## config.mk

```make
export PLATFORM = sky130hd
export DESIGN_NAME = pwcs_top
export DESIGN_NICKNAME = d
export VERILOG_FILES = /design/src/design/pwcs_pkg.sv /design/src/design/pwcs_window_decode.sv /design/src/design/pwcs_top.sv
export SDC_FILE = /design/constraint.sdc
export NUM_CORES = 1
export LEC_CHECK = 0
export ABC_CLOCK_PERIOD_IN_PS = 2230
export BUFFER_PORTS_ARGS = -buffer_cell sky130_fd_sc_hd__buf_2
export CAP_MARGIN = 20
export CORE_MARGIN = 2
export CORE_UTILIZATION = 42
export DETAILED_ROUTE_END_ITERATION = 16
export PLACE_DENSITY = 0.79
export SYNTH_ARGS = -nofsm -noshare
export SYNTH_HDL_FRONTEND = slang
export SYNTH_SLANG_ARGS = --single-unit
```

## constraint.sdc

```tcl
create_clock -name clock -period 2.23 [get_ports clock]
set_input_delay 0.446 -clock clock [delete_from_list [all_inputs] [get_ports clock]]
set_output_delay 0.446 -clock clock [all_outputs]
set_load 0.02 [all_outputs]
```

## src/design/pwcs_pkg.sv

```systemverilog
// Purpose: shared constants for the paged window chip select block
// Assumes: 16-bit core address, six-bit page index
// Notes: allocation codes select the flash size decode
`default_nettype none
package pwcs_pkg;
    localparam int ADDR_W = 16;
    localparam int PAGE_W = 6;
    // address quadrant taken from the two top address bits
    localparam logic [1:0] QUAD_LOW = 2'h0;
    localparam logic [1:0] QUAD_MID = 2'h1;
    localparam logic [1:0] QUAD_WIN = 2'h2;
    localparam logic [1:0] QUAD_TOP = 2'h3;
    // extended address constants outside the window
    localparam logic [5:0] XA_LOW = 6'h3D;
    localparam logic [5:0] XA_MID = 6'h3E;
    localparam logic [5:0] XA_TOP = 6'h3F;
    // highest external page per partition setting
    localparam logic [5:0] EXT_MAX_SW0 = 6'h37;
    localparam logic [5:0] EXT_MAX_SW1 = 6'h2F;
    localparam logic [5:0] EXT_MAX_SW2 = 6'h1F;
    localparam logic [1:0] SW_FULL = 2'h3;
    // allocated physical flash size codes
    localparam logic [1:0] ALLOC_0K = 2'h0;
    localparam logic [1:0] ALLOC_16K = 2'h1;
    localparam logic [1:0] ALLOC_48K = 2'h2;
    localparam logic [1:0] ALLOC_64K = 2'h3;
    localparam logic [5:0] PAGE_RESET = 6'h00;
    localparam logic [15:0] ADDR_RESET = 16'h0000;
    // paged call / return sequencer states, one-hot
    typedef enum logic [3:0] {
        SEQ_IDLE = 4'h1,
        SEQ_LOAD = 4'h2,
        SEQ_PUSH = 4'h4,
        SEQ_DONE = 4'h8
    } pwcs_seq_t;
endpackage : pwcs_pkg
`default_nettype wire

```

## src/design/pwcs_window_decode.sv

```systemverilog
// Purpose: combinational decode of page window internal/external split
// Assumes: partition switches are static
// Notes: instantiated by the main block
`default_nettype none
module pwcs_window_decode (
    // inputs
    input wire logic [5:0] page,
    input wire logic [1:0] paging_partition_switches,
    // result
    output logic page_external
);
    always_comb begin
        case (paging_partition_switches)
            2'h0: page_external = (page <= pwcs_pkg::EXT_MAX_SW0);
            2'h1: page_external = (page <= pwcs_pkg::EXT_MAX_SW1);
            2'h2: page_external = (page <= pwcs_pkg::EXT_MAX_SW2);
            default: page_external = 1'b0;
        endcase
    end
endmodule : pwcs_window_decode
`default_nettype wire

```

## src/design/pwcs_top.sv

```systemverilog
// Purpose: program page register, extended address and chip selects
// Assumes: core bus signals are synchronous to clock
// Notes: address and select outputs are registered so address and selects move together
`default_nettype none
module pwcs_top (
    // clock and reset
    input wire logic clock,
    input wire logic reset_n,
    // mode and integration
    input wire logic port_k_expansion_enable,
    input wire logic expanded_mode,
    input wire logic emulation_mode,
    input wire logic [1:0] paging_partition_switches,
    input wire logic [1:0] flash_allocation,
    input wire logic page_write_allowed,
    // miscellaneous control write
    input wire logic misc_write,
    input wire logic misc_rom_hide_data,
    // core bus
    input wire logic bus_valid,
    input wire logic [15:0] bus_address,
    input wire logic bus_internal_hit,
    input wire logic bus_unmapped,
    // ordinary page register access
    input wire logic page_write,
    input wire logic [5:0] page_write_data,
    // paged call and return
    input wire logic call_start,
    input wire logic return_start,
    input wire logic [5:0] call_page_immediate,
    input wire logic call_indirect,
    input wire logic [5:0] call_page_memory,
    input wire logic [5:0] return_page_pulled,
    // stack interface
    output logic push_valid,
    output logic [5:0] push_page,
    output logic seq_busy,
    output logic interrupt_block,
    // page register state
    output logic [5:0] program_page_register,
    output logic rom_hide_in_map,
    output logic page_window_access,
    // port k pins
    output logic [5:0] extended_address_out,
    output logic emulation_chip_select_n,
    output logic external_chip_select_n,
    output logic port_k_pin_override
);
    ////////////////////////////////////////////////////////////////////////
    pwcs_pkg::pwcs_seq_t state;
    pwcs_pkg::pwcs_seq_t next_state;
    logic is_call;
    logic [5:0] saved_page;
    logic [5:0] new_page;
    logic page_external;
    logic [1:0] quad;
    logic in_window;
    logic flash_hit;
    logic next_ecs_n;
    logic next_xcs_n;
    logic [5:0] next_xa;

    // immediate operand unless indexed-indirect
    assign new_page = call_indirect ? call_page_memory : call_page_immediate;

    always_comb begin
        next_state = state;
        case (state)
            pwcs_pkg::SEQ_IDLE: begin
                if (call_start || return_start) begin
                    next_state = pwcs_pkg::SEQ_LOAD;
                end
            end
            pwcs_pkg::SEQ_LOAD: next_state = pwcs_pkg::SEQ_PUSH;
            pwcs_pkg::SEQ_PUSH: next_state = pwcs_pkg::SEQ_DONE;
            pwcs_pkg::SEQ_DONE: next_state = pwcs_pkg::SEQ_IDLE;
            default: next_state = pwcs_pkg::SEQ_IDLE;
        endcase
    end

    always_ff @(posedge clock or negedge reset_n) begin
        if (!reset_n) begin
            state <= pwcs_pkg::SEQ_IDLE;
        end else begin
            state <= next_state;
        end
    end

    always_ff @(posedge clock or negedge reset_n) begin
        if (!reset_n) begin
            is_call <= 1'b0;
            saved_page <= pwcs_pkg::PAGE_RESET;
        end else if (state == pwcs_pkg::SEQ_IDLE && (call_start || return_start)) begin
            is_call <= call_start;
            saved_page <= program_page_register;
        end
    end

    // sequence busy masks interrupts from start to end
    assign seq_busy = (state != pwcs_pkg::SEQ_IDLE);
    assign interrupt_block = seq_busy;
    // old page pushed after the core pushes the return address
    assign push_valid = is_call && (state == pwcs_pkg::SEQ_PUSH);
    assign push_page = saved_page;

    ////////////////////////////////////////////////////////////////////////
    // page register: sequence writes beat plain writes
    always_ff @(posedge clock or negedge reset_n) begin
        if (!reset_n) begin
            program_page_register <= pwcs_pkg::PAGE_RESET;
        end else if (state == pwcs_pkg::SEQ_IDLE && call_start) begin
            program_page_register <= new_page;
        end else if (state == pwcs_pkg::SEQ_DONE && !is_call) begin
            program_page_register <= return_page_pulled;
        end else if (!seq_busy && page_write && page_write_allowed) begin
            program_page_register <= page_write_data;
        end
    end

    always_ff @(posedge clock or negedge reset_n) begin
        if (!reset_n) begin
            rom_hide_in_map <= 1'b0;
        end else if (misc_write) begin
            rom_hide_in_map <= misc_rom_hide_data;
        end
    end

    ////////////////////////////////////////////////////////////////////////
    pwcs_window_decode u_decode (
        .page(program_page_register),
        .paging_partition_switches(paging_partition_switches),
        .page_external(page_external)
    );

    assign quad = bus_address[15:14];
    assign in_window = (quad == pwcs_pkg::QUAD_WIN);

    always_comb begin
        case (quad)
            pwcs_pkg::QUAD_LOW: next_xa = pwcs_pkg::XA_LOW;
            pwcs_pkg::QUAD_MID: next_xa = pwcs_pkg::XA_MID;
            pwcs_pkg::QUAD_WIN: next_xa = program_page_register;
            default: next_xa = pwcs_pkg::XA_TOP;
        endcase
    end

    // flash space per allocated size
    always_comb begin
        flash_hit = 1'b0;
        case (flash_allocation)
            pwcs_pkg::ALLOC_0K: flash_hit = quad[1];
            pwcs_pkg::ALLOC_16K: flash_hit = (quad == pwcs_pkg::QUAD_TOP);
            pwcs_pkg::ALLOC_48K: begin
                case (quad)
                    pwcs_pkg::QUAD_MID: flash_hit = !rom_hide_in_map;
                    pwcs_pkg::QUAD_WIN: flash_hit = !page_external;
                    pwcs_pkg::QUAD_TOP: flash_hit = 1'b1;
                    default: flash_hit = 1'b0;
                endcase
            end
            default: begin
                case (quad)
                    pwcs_pkg::QUAD_WIN: flash_hit = !page_external;
                    pwcs_pkg::QUAD_TOP: flash_hit = 1'b1;
                    default: flash_hit = !rom_hide_in_map;
                endcase
            end
        endcase
    end

    always_comb begin
        next_ecs_n = !(bus_valid && emulation_mode && expanded_mode
                       && port_k_expansion_enable && flash_hit);
        // external only when not internal, mapped, and no emulation select
        next_xcs_n = !(bus_valid && expanded_mode && port_k_expansion_enable
                       && next_ecs_n && !bus_internal_hit && !bus_unmapped);
    end

    ////////////////////////////////////////////////////////////////////////
    // one registered sample keeps lines and selects aligned
    always_ff @(posedge clock or negedge reset_n) begin
        if (!reset_n) begin
            extended_address_out <= pwcs_pkg::XA_LOW;
            emulation_chip_select_n <= 1'b1;
            external_chip_select_n <= 1'b1;
            page_window_access <= 1'b0;
        end else begin
            extended_address_out <= next_xa;
            emulation_chip_select_n <= next_ecs_n;
            external_chip_select_n <= next_xcs_n;
            page_window_access <= bus_valid && in_window;
        end
    end

    // pin mux: disabled expansion hands pins back to general purpose
    assign port_k_pin_override = port_k_expansion_enable && expanded_mode;

    ////////////////////////////////////////////////////////////////////////
    property p_xcs_excl;
        @(posedge clock) disable iff (!reset_n)
        !emulation_chip_select_n |-> external_chip_select_n;
    endproperty
    a_xcs_excl: assert property (p_xcs_excl) else $error("both selects low");

    property p_ecs_enable;
        @(posedge clock) disable iff (!reset_n)
        (!port_k_expansion_enable || !emulation_mode) |=> emulation_chip_select_n;
    endproperty
    a_ecs_enable: assert property (p_ecs_enable) else $error("ecs without mode");

    property p_unmapped;
        @(posedge clock) disable iff (!reset_n)
        (bus_unmapped || bus_internal_hit) |=> external_chip_select_n;
    endproperty
    a_unmapped: assert property (p_unmapped) else $error("xcs on removed space");

    property p_window_xa;
        @(posedge clock) disable iff (!reset_n)
        (bus_address[15:14] == 2'h2 && !seq_busy && !call_start && !return_start)
            |=> extended_address_out == $past(program_page_register);
    endproperty
    a_window_xa: assert property (p_window_xa) else $error("window page wrong");

    property p_top_xa;
        @(posedge clock) disable iff (!reset_n)
        bus_address[15:14] == 2'h3 |=> extended_address_out == 6'h3F;
    endproperty
    a_top_xa: assert property (p_top_xa) else $error("top constant wrong");

    property p_low_xa;
        @(posedge clock) disable iff (!reset_n)
        bus_address[15:14] == 2'h0 |=> extended_address_out == 6'h3D;
    endproperty
    a_low_xa: assert property (p_low_xa) else $error("low constant wrong");

    property p_plain_write;
        @(posedge clock) disable iff (!reset_n)
        (!seq_busy && !call_start && !return_start && page_write && page_write_allowed)
            |=> program_page_register == $past(page_write_data);
    endproperty
    a_plain_write: assert property (p_plain_write) else $error("page write lost");

    property p_call_seq;
        @(posedge clock) disable iff (!reset_n)
        (!seq_busy && call_start) |=> interrupt_block [*3] ##1 !interrupt_block;
    endproperty
    a_call_seq: assert property (p_call_seq) else $error("call not atomic");

    property p_call_push;
        @(posedge clock) disable iff (!reset_n)
        (!seq_busy && call_start)
            |=> ##1 (push_valid && push_page == $past(program_page_register, 2));
    endproperty
    a_call_push: assert property (p_call_push) else $error("old page not pushed");

    property p_16k;
        @(posedge clock) disable iff (!reset_n)
        (flash_allocation == 2'h1 && bus_address[15:14] != 2'h3) |=> emulation_chip_select_n;
    endproperty
    a_16k: assert property (p_16k) else $error("16K select wrong");

    property p_mid_xa;
        @(posedge clock) disable iff (!reset_n)
        bus_address[15:14] == pwcs_pkg::QUAD_MID |=> extended_address_out == 6'h3E;
    endproperty
    a_mid_xa: assert property (p_mid_xa) else $error("mid constant wrong");

    // pulled page must be in the register once the return sequence ends
    property p_return_page;
        @(posedge clock) disable iff (!reset_n)
        (!seq_busy && return_start)
            |=> ##3 program_page_register == $past(return_page_pulled);
    endproperty
    a_return_page: assert property (p_return_page) else $error("return page lost");

    c_call: cover property (@(posedge clock) disable iff (!reset_n) push_valid);
    c_ecs: cover property (@(posedge clock) disable iff (!reset_n) !emulation_chip_select_n);
    c_xcs: cover property (@(posedge clock) disable iff (!reset_n) !external_chip_select_n);
    c_ret: cover property (@(posedge clock) disable iff (!reset_n)
        return_start && !seq_busy ##4 !seq_busy);
endmodule : pwcs_top
`default_nettype wire

```

# Yosys cells after proc, flatten, opt, wreduce, memory -nomap -nowiden
# Cells that the tools add are included.
# word_totals
reg_bits,27
inputBits,59
output_inout_bits,26
word_cells,66
# classes
n_lt_le_gt_ge,3
n_eq_ne,13
mux,11
n_reduce_logical,30
# op_table
cell,n
6-bit 2-to-1 mux,4
6-bit case mux with 3 select lines,1
1-bit logical AND,17
"6-bit <= comparator, second input constant",2
4-bit case mux with 3 select lines,1
1-bit case mux with 3 select lines,3
"2-bit equality test, second input constant",4
1-bit zero test,8
"2-bit by 1-bit equality test with 1-bit output, second input constant",3
"6-bit by 5-bit <= comparator with 1-bit output, second input constant",1
2-bit zero test,3
"4-bit by 1-bit equality test with 1-bit output, second input constant",1
"4-bit by 2-bit equality test with 1-bit output, second input constant",1
"4-bit by 3-bit equality test with 1-bit output, second input constant",1
"4-bit equality test, second input constant",1
4-bit 2-to-1 mux,1
"4-bit by 1-bit != test with 1-bit output, second input constant",1
3-bit nonzero test,1
"2-bit by 1-bit != test with 1-bit output, second input constant",1
1-bit case mux with 2 select lines,1
1-bit logical OR,1

# Logic depth before layout (Yosys ltp)
# logic_depth
word_depth,11
ltp_mapped,6
mapped_depth_nobuf,4

# Cells and area by module
# A second synthesis with hierarchy kept.
# unflattened
cells_unflattened,102
area_unflattened_um2,1320.0
# by_module_without_submodules
mod,instances,cells_per_inst,area_each_um2,seq_area_each_um2
pwcs_top,1,99,1301.2,685.7
pwcs_window_decode,1,3,18.8,0.0

# Worst setup path after synthesis
# OpenSTA, ideal clock, no wires.
# synth_path
kind,register to register
start,register state[0]
end,register program_page_register[4]
setup_time_ps,128
arrival_time_ps,1626
t_required_ps,2102
setup_slack_ps,476
path_stages_with_launch,7
n_path_buf,2
period_less_slack_ps,1754
path_cell_list,dfstp_2 -> or4b_1 -> buf_6 -> or2_4 -> buf_6 -> o22ai_2 -> a31oi_1
# synth_between
elab_chain_len,5
word_cells_on_any_way,11
cone_classes,eq/ne (3); mux (2); reduce/logical (6)
# synth_lines
item,line_no,source
start: declaration,pwcs_top.sv:50,pwcs_pkg::pwcs_seq_t state;
start signal: assignment,pwcs_top.sv:83,state <= pwcs_pkg::SEQ_IDLE;
start signal: assignment,pwcs_top.sv:85,state <= next_state;
4-bit by 1-bit != test with 1-bit output,pwcs_top.sv:100,assign seq_busy = (state != pwcs_pkg::SEQ_IDLE);
net interrupt_block,pwcs_top.sv:38,"output logic interrupt_block,"
1-bit zero test,pwcs_top.sv:115,end else if (!seq_busy && page_write && page_write_allowed) begin
1-bit logical AND (2 in a row),pwcs_top.sv:115,
3-bit nonzero test (no line),-,
end signal: assignment,pwcs_top.sv:112,program_page_register <= new_page;
end signal: assignment,pwcs_top.sv:114,program_page_register <= return_page_pulled;
end signal: assignment,pwcs_top.sv:116,program_page_register <= page_write_data;
end: declaration,pwcs_top.sv:40,"output logic [5:0] program_page_register,"
# The timed path passes the listed nets, and every way through them passes these cells.
# A chain may end at the register's enable or synchronous reset.

# Final worst setup path
# layout_path
start,register state[0]
end,output interrupt_block
# layout_between
elab_chain_len,1
# layout_lines
item,line_no
4-bit by 1-bit != test with 1-bit output,pwcs_top.sv:100
end: declaration,pwcs_top.sv:38
# No other way between the ends.

==> results.ini <==
[global_route]
antenna_found_initial=0
grt_max_degree=28
grt_use_met3_pct=0.649
grtUsageMet1_pct=21.3
busiest_layer=met2
overflow=0
grt_pass1_vias=1005
grt_pass1_wl_mm=4.55
grt_util_met2_pct=31.1
grt_usage_pct=17.3

[sta]
hold_slack_ns=0.103
fmax_mhz=477
finalWorstSetupSlack_ns=0.132
finalCritPeriodShare_pct=94.1
hold_viol=0
timing.final.crit_period_ns=2.10
setup_viol=0
tightest_slew_ns=0.586
max-slew-margin-rel_pct=61.0
rsz0062_at_grt=false
slew_viol_final=0
fin_skew_ns=0.0106
setup_tns_ns=0

[cts]
clk-insertion-delay-late_ns=0.32
clk_path_buf_depth=2
cts_hold_buf=0
clk_pin_slew_ns=0.14
clockRootBuffer=clkbuf_4
postCtsSetupBuffers=0
cts_buffers=3
cts_tree=done
h-tree-depth=1
cts_sinks=27
post_cts_resized=1

[final_layout]
nNetsFinal=230
multi_input_area_sq_um=586
seq_area_sq_um=686
syn2layout_area_growth_pct=29.6
layout_common_cells=buf_2, dfrtp_1, mux2_2
fillers=279
final_common_cell=buf_2
final_util_pct=56.5
drive_above_1_share_pct=60.6
antennaDiodeCount=0

[status]
status=finished, final reports clean

[die]
die_w_um=60.1
core_sq_um=3030
rows=20
die_area_sq_um=3610
io_pins=85
die_y_um=60.1
initial_utilization_pct=43.6

[route]
vias_per_cell=5.09
drt-pass1-iter-count=4
drtAntennaViolNets=0
wirelength_mm=3.06
vias=1090
dr.first_iter.drc_count=32
avgRoutedWirePerCell_um=14.3
drc=0

[synth]
synth-seq-cells=27
synth_nets=160
synthFlopType=dfrtp_1
synthArstFlopShare_pct=100
synth_edf_count=0
synth_top_area_share_pct=36.0
syn_inst=101
synth.area.top_cells=dfrtp_1, dfstp_2, mux2_2
synth.largest_area_cell=dfrtp_1
yosysSeqAreaShare_pct=51.9
yosysUniqueCellTypes=31
syn_area_per_cell_sq_um=13.1
ys_warn_count=0
netlist_area_sq_um=1320

[flow_run]
maxCapViolCount=0

[critical_path]
worst-endpoint-arrival_ns=1.65
critPathLaunchType=flip-flop
cp.required_ns=1.78
cp_max_fo=5
timing_worst_setup_path_type=reg -> out
end_kind=output pin

[place]
gp_congestion=0.733
dp_slack_ns=0.261
portBuffers=70

[power]
ir_worst_vdd_v=0.000738
total_power_mw=2.01
static-leakage-power_nw=0.779
p_per_area_nw_per_um2=1180

[worst_hold_path]
holdCritPathClass=in -> async

[Yosys cell counts, drive strengths merged, types with 2 or more instances]
cell / n
or2: 2
nor2b: 3
buf: 5
nor4b: 2
nand2: 2
nand2b: 5
and2: 3
nor2: 3
mux2i: 7
a31oi: 6
a21o: 2
dfrtp: 19
o21a: 2
mux2: 13
o22ai: 6
o21ai: 2
dfstp: 8
inv: 2
nor3: 3
[cell families (layout without fill, tap and decap cells)]
group	Yosys count	count (layout)	synth area share (%)
and+or+nand+nor	24	24	13.1
muxes	20	20	16.4
buffers and inverters	7	76	3.98
AOI/OAI and AO/OA	23	23	14.6
DFF	27	27	51.9
[per-stage QoR]
step / cells / area [sq um]
2_1_floorplan: 101 / 1320
3_3_place_gp: 210 / 1680
3_5_place_dp: 210 / 1680
4_1_cts: 214 / 1710
5_1_grt: 214 / 1710
6_report: 214 / 1710
[layer usage]
metal	vias to the layer above	wire, um	part of all wire (%)
met5	-	0	0
met4	0	36	1.2
met3	4	197	6.4
met2	54	1620	53
met1	517	1210	39
li1	515	-	-
[critical path: stages (launching register included)]
cell     delay [ns]
dfstp_2        0.59
or4b_4         0.55
buf_2          0.20
[layout make-up]
type / instances / area share (%)
timing repair buffer: 70 / 20.5
sequential: 27 / 40.1
multi-input combinational: 67 / 34.2
tap: 44 / 3.22
clock buffer: 4 / 1.54
inverter: 2 / 0.439
[sequential cells by signal (all words and copies together) (netlist names)]
name / cells
is_call: 1
emulation_chip_select_n: 1
rom_hide_in_map: 1
external_chip_select_n: 1
page_window_access: 1
state: 4
extended_address_out: 6
push_page: 6
program_page_register: 6
[power breakdown]
| part | switching [mW] | total [mW] | internal (mW) |
|---|---|---|---|
| Clock | 0.134 | 0.204 | 0.0700 |
| Combinational | 0.553 | 0.982 | 0.428 |
| Sequential | 0.150 | 0.829 | 0.679 |
| Total | 0.837 | 2.01 | 1.18 |
[path summary, 6_finish.rpt]
check / start / to / slack, ns / cells past startpoint
setup reg to reg: state[0] / program_page_register[2] / 0.36 / 4
setup / recovery: state[0] / interrupt_block / 0.13 / 2
hold reg to reg: push_page[0] / push_page[0] / 0.52 / 1
hold / removal: reset_n / push_page[2] / 0.10 / 1
max in group asynchronous: reset_n / rom_hide_in_map / 1.74 / 1
min in group clock: bus_unmapped / external_chip_select_n / 0.33 / 3
(Power assumes the default switching activity.)
